$ cat src/sarro_pkg.sv
/*
 Constants shared by both ends of the serial readout link.
 Assumes a 50 MHz system clock on both ends.
*/
package sarro_pkg;
   // -------------------------------------------------------------
   // Timing
   // -------------------------------------------------------------
   localparam int CLK_PERIOD_NS = 20;
   localparam int CLK_PERIOD_PS = CLK_PERIOD_NS * 1000;
   localparam int CONV_MIN_NS = 500;
   localparam int CONV_MAX_NS = 1300;
   localparam int ACQ_MIN_NS = 1200;
   localparam int CYCLE_MIN_NS = 2500;
   localparam int SEL_HIGH_MIN_NS = 10;
   localparam int SEL_SETUP_PS = 7500;
   // Least times round up, longest round down
   localparam int CONV_MIN_CYC = (CONV_MIN_NS + CLK_PERIOD_NS - 1) / CLK_PERIOD_NS;
   localparam int CONV_MAX_CYC = CONV_MAX_NS / CLK_PERIOD_NS;
   localparam int ACQ_MIN_CYC = (ACQ_MIN_NS + CLK_PERIOD_NS - 1) / CLK_PERIOD_NS;
   localparam int CYCLE_MIN_CYC = (CYCLE_MIN_NS + CLK_PERIOD_NS - 1) / CLK_PERIOD_NS;
   localparam int SEL_HIGH_CYC = (SEL_HIGH_MIN_NS + CLK_PERIOD_NS - 1) / CLK_PERIOD_NS;
   localparam int SEL_SETUP_CYC = (SEL_SETUP_PS + CLK_PERIOD_PS - 1) / CLK_PERIOD_PS;
   // -------------------------------------------------------------
   // Data
   // -------------------------------------------------------------
   localparam int RESULT_BITS = 16;
   localparam int SCLK_HALF_CYC = 4;
   localparam logic [15:0] RESULT_RESET = 16'h0000;
endpackage
$ cat src/sarro_if.sv
/*
 Link between converter and host: trigger, serial clock, serial in,
 tri-state serial out. Assumes the bench joins the two modports.
*/
`timescale 1ns/1ps
interface sarro_if;
   logic conversion_trigger;
   logic sclk;
   logic sdi;
   logic sdo;
   logic sdo_oe;
   // Pulled high when released
   wire sdo_wire = sdo_oe ? sdo : 1'b1;
   modport dev (input conversion_trigger, input sclk, input sdi, output sdo, output sdo_oe);
   modport host (output conversion_trigger, output sclk, output sdi, input sdo_wire,
                 input sdo_oe);
endinterface

$ cat src/sarro_dev.sv
/*
 Converter end: conversion sequencing and serial readout in chip
 select and daisy-chain modes. Assumes link pins are asynchronous
 and the analog result arrives as a sampled digital word.
*/
// Summary of operation
// (RULE_01) Trigger rise tristates output, samples, converts
// (RULE_02) Capture positive minus negative input
// (RULE_03) Internal timer, 500 to 1300 ns
// (RULE_04) Acquisition follows; host respects spacing
// (RULE_05) Result readable only in acquisition
// (RULE_06) Select fall drives out MSB
// (RULE_07) Release after select high or last bit
// (RULE_08) Host holds select high at trigger
// (RULE_09) Host keeps select high pulses 10 ns
// (RULE_10) Select high at trigger means chip select
// (RULE_11) Host holds input low for daisy-chain
// (RULE_12) Host keeps serial clock steady at trigger
// (RULE_13) Daisy chain shifts input on falling edges
// (RULE_14) Readout clocked by external serial clock
// (RULE_15) Shift bits on falls, release after 16
// (RULE_16) Result is unsigned straight binary
// (RULE_17) Host waits maximum conversion before reading
`timescale 1ns/1ps
module sarro_dev #(
   parameter int CONV_CYC = sarro_pkg::CONV_MAX_CYC,
   parameter int W = sarro_pkg::RESULT_BITS
) (
   input wire logic clk,
   input wire logic rst,
   input wire logic ce,
   sarro_if.dev lnk,
   input wire logic [W-1:0] analog_pos_input,
   input wire logic [W-1:0] analog_neg_input,
   output logic converting,
   output logic cs_mode
);
   // -------------------------------------------------------------
   // Helpers
   // -------------------------------------------------------------
   // Edge of a synchronised pin, by direction
   function automatic logic pin_edge(input logic now_v, input logic was_v, input logic up);
      pin_edge = up ? (now_v & ~was_v) : (~now_v & was_v);
   endfunction
   // -------------------------------------------------------------
   // Pin synchronisers
   // -------------------------------------------------------------
   logic [1:0] trg_s_r;
   logic [1:0] sck_s_r;
   logic [1:0] sdi_s_r;
   logic trg_d_r;
   logic sck_d_r;
   logic sdi_d_r;
   always_ff @(posedge clk or posedge rst) begin
      if (rst) begin
         trg_s_r <= 2'h0;
         sck_s_r <= 2'h0;
         // Select idles high; a low reset would fake an edge
         sdi_s_r <= 2'h3;
         trg_d_r <= 1'b0;
         sck_d_r <= 1'b0;
         sdi_d_r <= 1'b1;
      end else if (ce) begin
         trg_s_r <= {trg_s_r[0], lnk.conversion_trigger};
         sck_s_r <= {sck_s_r[0], lnk.sclk};
         sdi_s_r <= {sdi_s_r[0], lnk.sdi};
         trg_d_r <= trg_s_r[1];
         sck_d_r <= sck_s_r[1];
         sdi_d_r <= sdi_s_r[1];
      end
   end
   wire trg_rise = pin_edge(trg_s_r[1], trg_d_r, 1'b1);
   wire sck_fall = pin_edge(sck_s_r[1], sck_d_r, 1'b0);
   wire sel_fall = pin_edge(sdi_s_r[1], sdi_d_r, 1'b0);
   wire sel_rise = pin_edge(sdi_s_r[1], sdi_d_r, 1'b1);
   // -------------------------------------------------------------
   // Conversion sequencer
   // -------------------------------------------------------------
   typedef enum logic [1:0] {ST_CONV = 2'b01, ST_ACQ = 2'b10} sarro_st_e;
   sarro_st_e st_r;
   logic [15:0] tmr_r;
   logic [W-1:0] conv_r;
   logic [W:0] diff;
   assign diff = {1'b0, analog_pos_input} - {1'b0, analog_neg_input};
   // Negative difference clamps to zero code
   wire [W-1:0] code = diff[W] ? '0 : diff[W-1:0]; // RULE_16
   wire conv_done = (st_r == ST_CONV) && (tmr_r == 16'(CONV_CYC - 1));
   always_ff @(posedge clk or posedge rst) begin
      if (rst) begin
         st_r <= ST_ACQ;
         tmr_r <= 16'h0000;
         conv_r <= '0;
         cs_mode <= 1'b0;
         converting <= 1'b0;
      end else if (ce) begin
         case (st_r)
            ST_ACQ: begin
               if (trg_rise) begin
                  st_r <= ST_CONV; // RULE_01
                  conv_r <= code; // RULE_02
                  cs_mode <= sdi_s_r[1]; // RULE_10
                  tmr_r <= 16'h0000;
                  converting <= 1'b1;
               end
            end
            ST_CONV: begin
               tmr_r <= tmr_r + 16'h0001; // RULE_03
               if (conv_done) begin
                  st_r <= ST_ACQ; // RULE_04
                  converting <= 1'b0;
               end
            end
            default: st_r <= ST_ACQ;
         endcase
      end
   end
   // -------------------------------------------------------------
   // Two-entry result buffer
   // -------------------------------------------------------------
   // Result queued, but the shifter takes it at once; a word not read out before the next trigger is lost
   logic [W-1:0] buf_r [2];
   logic [1:0] cnt_r;
   logic rd_r;
   logic wr_r;
   wire buf_in_ready = (cnt_r != 2'h2);
   wire buf_in_valid = conv_done;
   wire buf_out_valid = (cnt_r != 2'h0);
   logic buf_out_ready;
   // Full buffer drops the newest result
   wire push = buf_in_valid & buf_in_ready;
   wire pop = buf_out_valid & buf_out_ready;
   always_ff @(posedge clk or posedge rst) begin
      if (rst) begin
         buf_r[0] <= '0;
         buf_r[1] <= '0;
         cnt_r <= 2'h0;
         rd_r <= 1'b0;
         wr_r <= 1'b0;
      end else if (ce) begin
         if (push) begin
            buf_r[wr_r] <= conv_r;
            wr_r <= ~wr_r;
         end
         if (pop) begin
            rd_r <= ~rd_r;
         end
         cnt_r <= cnt_r + {1'b0, push} - {1'b0, pop};
      end
   end
   // -------------------------------------------------------------
   // Serial shifter
   // -------------------------------------------------------------
   logic [W-1:0] sh_r;
   logic [4:0] bits_r;
   logic oe_r;
   logic out_r;
   logic loaded_r;
   wire in_acq = (st_r == ST_ACQ);
   // A new word loads only if the last one was shifted out or retired by a trigger
   wire load = in_acq & buf_out_valid & ~loaded_r; // RULE_05
   assign buf_out_ready = load;
   wire last = (bits_r == 5'(W - 1));
   always_ff @(posedge clk or posedge rst) begin
      if (rst) begin
         sh_r <= sarro_pkg::RESULT_RESET;
         bits_r <= 5'h00;
         oe_r <= 1'b0;
         out_r <= 1'b0;
         loaded_r <= 1'b0;
      end else if (ce) begin
         if (trg_rise) begin
            oe_r <= 1'b0; // RULE_01
            bits_r <= 5'h00;
            // Deselect can hide the last fall; a new conversion retires the word
            loaded_r <= 1'b0;
         end else if (load) begin
            sh_r <= buf_r[rd_r];
            loaded_r <= 1'b1;
            bits_r <= 5'h00;
            if (!cs_mode) begin
               oe_r <= 1'b1;
               out_r <= buf_r[rd_r][W-1];
            end
         end else if (cs_mode & loaded_r & sel_rise) begin
            oe_r <= 1'b0; // RULE_07
         end else if (cs_mode & loaded_r & sel_fall & in_acq) begin
            oe_r <= 1'b1; // RULE_06
            out_r <= sh_r[W-1];
         end else if (loaded_r & sck_fall & in_acq & (oe_r | ~cs_mode)) begin
            // RULE_14
            sh_r <= {sh_r[W-2:0], sdi_s_r[1]}; // RULE_13
            out_r <= sh_r[W-2]; // RULE_15
            bits_r <= bits_r + 5'h01;
            if (last) begin
               loaded_r <= 1'b0;
               if (cs_mode) begin
                  oe_r <= 1'b0; // RULE_15
               end else begin
                  out_r <= sdi_s_r[1];
               end
            end
         end
      end
   end
   // -------------------------------------------------------------
   // Link outputs
   // -------------------------------------------------------------
   assign lnk.sdo = out_r;
   assign lnk.sdo_oe = oe_r;
endmodule

$ cat src/flat_wrapper.sv
// flat-port wrapper written by rule: the top's interface ports become plain ports
module sarro_dev_flat 
#(
   parameter int CONV_CYC = sarro_pkg::CONV_MAX_CYC,
   parameter int W = sarro_pkg::RESULT_BITS
)
  (clk, rst, ce, analog_pos_input, analog_neg_input, converting, cs_mode, lnk_conversion_trigger, lnk_sclk, lnk_sdi, lnk_sdo, lnk_sdo_oe);
  sarro_if lnk_i ();
  input wire logic clk;
  input wire logic rst;
  input wire logic ce;
  input wire logic [W-1:0] analog_pos_input;
  input wire logic [W-1:0] analog_neg_input;
  output logic converting;
  output logic cs_mode;
  input wire logic [$bits(lnk_i.conversion_trigger)-1:0] lnk_conversion_trigger;
  input wire logic [$bits(lnk_i.sclk)-1:0] lnk_sclk;
  input wire logic [$bits(lnk_i.sdi)-1:0] lnk_sdi;
  output wire logic [$bits(lnk_i.sdo)-1:0] lnk_sdo;
  output wire logic [$bits(lnk_i.sdo_oe)-1:0] lnk_sdo_oe;
  assign lnk_i.conversion_trigger = lnk_conversion_trigger;
  assign lnk_i.sclk = lnk_sclk;
  assign lnk_i.sdi = lnk_sdi;
  assign lnk_sdo = lnk_i.sdo;
  assign lnk_sdo_oe = lnk_i.sdo_oe;
  sarro_dev #(.CONV_CYC(CONV_CYC), .W(W)) u_core (.clk(clk), .rst(rst), .ce(ce), .lnk(lnk_i), .analog_pos_input(analog_pos_input), .analog_neg_input(analog_neg_input), .converting(converting), .cs_mode(cs_mode));
endmodule
$ cat config.mk
export PLATFORM = sky130hd
export DESIGN_NAME = sarro_dev_flat
export DESIGN_NICKNAME = d
export VERILOG_FILES = /design/src/sarro_pkg.sv /design/src/sarro_if.sv /design/src/sarro_dev.sv /design/src/flat_wrapper.sv
export SDC_FILE = /design/constraint.sdc
export NUM_CORES = 1
export LEC_CHECK = 0
export ABC_AREA = 1
export BUFFER_PORTS_ARGS = -buffer_cell sky130_fd_sc_hd__buf_2
export CORE_AREA = 3 3 138 140
export CTS_CLUSTER_DIAMETER = 80
export DETAILED_ROUTE_END_ITERATION = 10
export DIE_AREA = 0 0 141 143
export SYNTH_ARGS = -nofsm -noshare
export SYNTH_HDL_FRONTEND = slang
export SYNTH_SLANG_ARGS = --single-unit
export TNS_END_PERCENT = 20
$ cat constraint.sdc
create_clock -name clk -period 3.9 [get_ports clk]
set_input_delay 0.195 -clock clk [delete_from_list [all_inputs] [get_ports clk]]
set_output_delay 0.195 -clock clk [all_outputs]
set_load 0.03 [all_outputs]
==> run metrics <==
Area Growth Syn to Fin 11.0%; Post-Synthesis Cells 843; largest net degree at the start of global routing 54; synth top area cells dfrtp_1 (41%), nand2_1 (18%), inv_1 (5.6%); Worst path slowest cell dfstp_2; total CTS buffers 9; layout cell share with drive strength beyond 1 9.82%; crit end category flop; PortBufs 41; startpoint types flop; antenna cell count 0; syn nets 908; sequential fraction of design power 48.1%; ys flop type dfrtp_1; Worst-Margin Slew 0.716 ns; Max FO, Critical Path 36; NetSw 734 uW; Critical Path Sink u_core.cnt_r[1]; total power 2.56 mW; WP depth 11; GRT Total Usage 14.5%; gr ovfl total 0; Leak 3.67 nW; Starting Density 34.5%; Post-Route Setup TNS 0 ns; Mapped Area 6200 sq um; status finished, final reports clean; RSZ-0062 raised after global routing no; family with the most delay on the worst path adder cells; worst min-delay path class in2reg; vias 5285; Peak supply drop 0.000214 V; maxcap violations 0; Synth area leader dfrtp_1; clock power share 35.9%; final slew viol count 0; Fin. Hold Viols 0; most frequent cell after synthesis nand2_1; R2R Setup Slk 1.41 ns; drt wl/cell 12.3 microns; First-pass DRT Iterations 5; Sw Ratio 28.7%; via-per-instance ratio 4.78; minimum clock period 2.49 ns; I/O pin count 42; residual DRC count 0; number of synthesized flops with an enable pin 0; Internal 1.82 mW; RePlAce Congestion 0.826; FF+latch count, synth 105; final core utilization 38.3%; initial antenna violation count 0; vias in the first global route 5092; Synth top cells by count nand2_1 (300), dfrtp_1 (101), inv_1 (93), nor2_1 (51), nand4_1 (49); Seq/Total Area, Yosys 42.5%; Power Dens Cells 372 nW/um^2; FMAX 0.401 GHz; Clock Tree Root clkbuf_16; top cell type's share of synthesized area 40.8%; Critical Path RT 4.18 ns; FF-to-FF Start u_core.st_r[1]; endpoints failing setup 0; Setup CP Type reg2reg; hold path start lnk_sdi; Post-Route WL 13600 microns; clock slew at reported path FFs 0.07 ns; Post-CTS Resized 0; Reg2Reg Depth 11; global-route wire length before repair 24300 microns; CTS tree built; row count 49; 1st-iter DRT viols 347; RR Endpoint u_core.cnt_r[1]; post-DP HPWL 9880 microns; period utilization 63.9%; Crit. Startpoint u_core.st_r[1]; Top cell by count, worst path ha_1; Skew-Pair Late Insertion Delay 0.35 ns; CTS H-Tree Depth 3; Ys Warns 0; Max-slew headroom 52.3%; Logic pwr share 16.0%; die span in y 143 microns; Total Nets Final 936; Antenna Nets Post-Route 0; Synth cell types 34; clk_skew 0.00661 ns; Max Buffers Root-to-Sink 2; clock sink count 105; longest individual stage delay on the worst path 0.56 ns; crit path DAT 2.77 ns; die footprint 20200 sq um; core area 18000 sq um; Synth Area per Inst 7.35 sq um; worst path cell trace ha_1 -> inv_2 -> nor2_2 -> o21ai_2 -> inv_2 -> ha_1 -> inv_1 -> ha_1 -> a21oi_1 -> o21ai_0 -> xor2_1; CP Buf/Inv Count 3; Die W 141 microns; Synth async-reset ratio 100%
## state kept, by name, summed over array words and instances (netlist names)
name               cells
u_core.tmr_r          16
u_core.sck_d_r         1
u_core.trg_s_r         2
u_core.rd_r            1
u_core.buf_r          32
u_core.converting      1
u_core.conv_r         16
u_core.lnk.sdo_oe      1
u_core.cs_mode         1
u_core.loaded_r        1
u_core.cnt_r           2
u_core.trg_d_r         1
u_core.bits_r          5
u_core.sdi_s_r         2
u_core.sdi_d_r         1
u_core.wr_r            1
u_core.lnk.sdo         1
u_core.st_r            2
u_core.sh_r           16
u_core.sck_s_r         2
## what timing repair did
action / in CTS / in global routing
hold endpoints to repair: 47 / 0
hold buffers: 1 / 0
buffers inserted: 0 / 0
## metrics by stage
| stage | setup slack (ns) | area (sq um) | std cells | hold WS (ns) |
|---|---|---|---|---|
| after floorplan | 0.951 | 6200 | 843 | 0.291 |
| after global placement | 1.48 | 6570 | 1088 | 0.352 |
| after detailed placement | 1.42 | 6570 | 1088 | 0.347 |
| after CTS | 1.40 | 6880 | 1105 | 0.0267 |
| after global routing | 1.23 | 6880 | 1105 | 0.0313 |
| final | 1.41 | 6880 | 1105 | 0.0297 |
## worst min-delay path by stage
stage          slack [ns]                 to  cells past startpoint
4_1_cts              0.03  u_core.sdi_s_r[0]                      3
6_report             0.03  u_core.sdi_s_r[0]                      3
2_1_floorplan        0.29  u_core.sdi_s_r[0]                      2
5_1_grt              0.03  u_core.sdi_s_r[0]                      3
3_3_place_gp         0.35    u_core.tmr_r[4]                      2
3_5_place_dp         0.35    u_core.tmr_r[4]                      2
## cell usage in the layout, fill, tap and decap left out
cell             n
nor2_2           4
inv_4            1
and2_1           2
fa_1             1
nand3_4          3
nand2_2          2
nand3b_1         6
inv_2            6
inv_1           92
a21oi_2          1
clkinv_1         2
nor2_8           1
a31oi_1         16
o21ai_2          1
clkbuf_8         1
nor2_1          51
dfstp_2          4
nor2_4           1
clkinv_2         4
clkinvlp_4       1
xor2_1           6
xnor2_1          4
o21a_1           3
buf_2           41
dfrtp_1        101
nand3_1         41
dlygate4sd3_1    1
a21oi_1         21
ha_1            26
bufinv_16        1
nor3_1          12
o21ai_1         12
o21ai_0         43
o21bai_1         1
clkbuf_16        9
nand4_1         49
buf_4            5
nand2_1        300
## layer usage
| layer | wire, microns | share of wire [%] | up-vias | GRT usage (%) |
|---|---|---|---|---|
| met5 | 0 | 0 | - | 0 |
| met4 | 210 | 1.5 | 0 | 4.39 |
| met3 | 461 | 3.4 | 16 | 2.38 |
| met2 | 6010 | 44 | 95 | 22.6 |
| li1 | - | - | 2795 | - |
| met1 | 6900 | 51 | 2379 | 20.7 |
## worst min-delay path: stages
cell and delay (ns):
buf_2 0.09, nand2_1 0.05, nand2_1 0.05
## power groups by stage
stage | clock [mW] | combinational [mW] | sequential (mW)
after global placement | 0 | 0.410 | 1.25
after floorplan | 0 | 0.321 | 1.23
after CTS | 0.939 | 0.415 | 1.23
final | 0.919 | 0.409 | 1.23
after global routing | 0.986 | 0.483 | 1.24
after detailed placement | 0 | 0.413 | 1.25
## kinds of logic (layout without fill, tap and decap cells)
kind of cell    count (synthesis)  in the layout  share of synthesized area [%]
compound gates                 98             98                           8.52
xor+xnor                       10             10                           1.41
fa+ha+maj                      27             27                           5.57
buf+inv                       131            164                           8.62
flops                         105            105                           42.5
simple gates                  472            472                           33.4
## final cells by class
| type | count | area [sq um] |
|---|---|---|
| Fill cell | 1849 | 11100 |
| Multi-Input combinational cell | 607 | 3030 |
| Sequential cell | 105 | 2630 |
| Inverter | 101 | 382 |
| Tap cell | 229 | 287 |
| Timing Repair Buffer | 47 | 253 |
| Clock buffer | 10 | 239 |
| Clock inverter | 6 | 57.6 |
(Power assumes the default switching activity.)
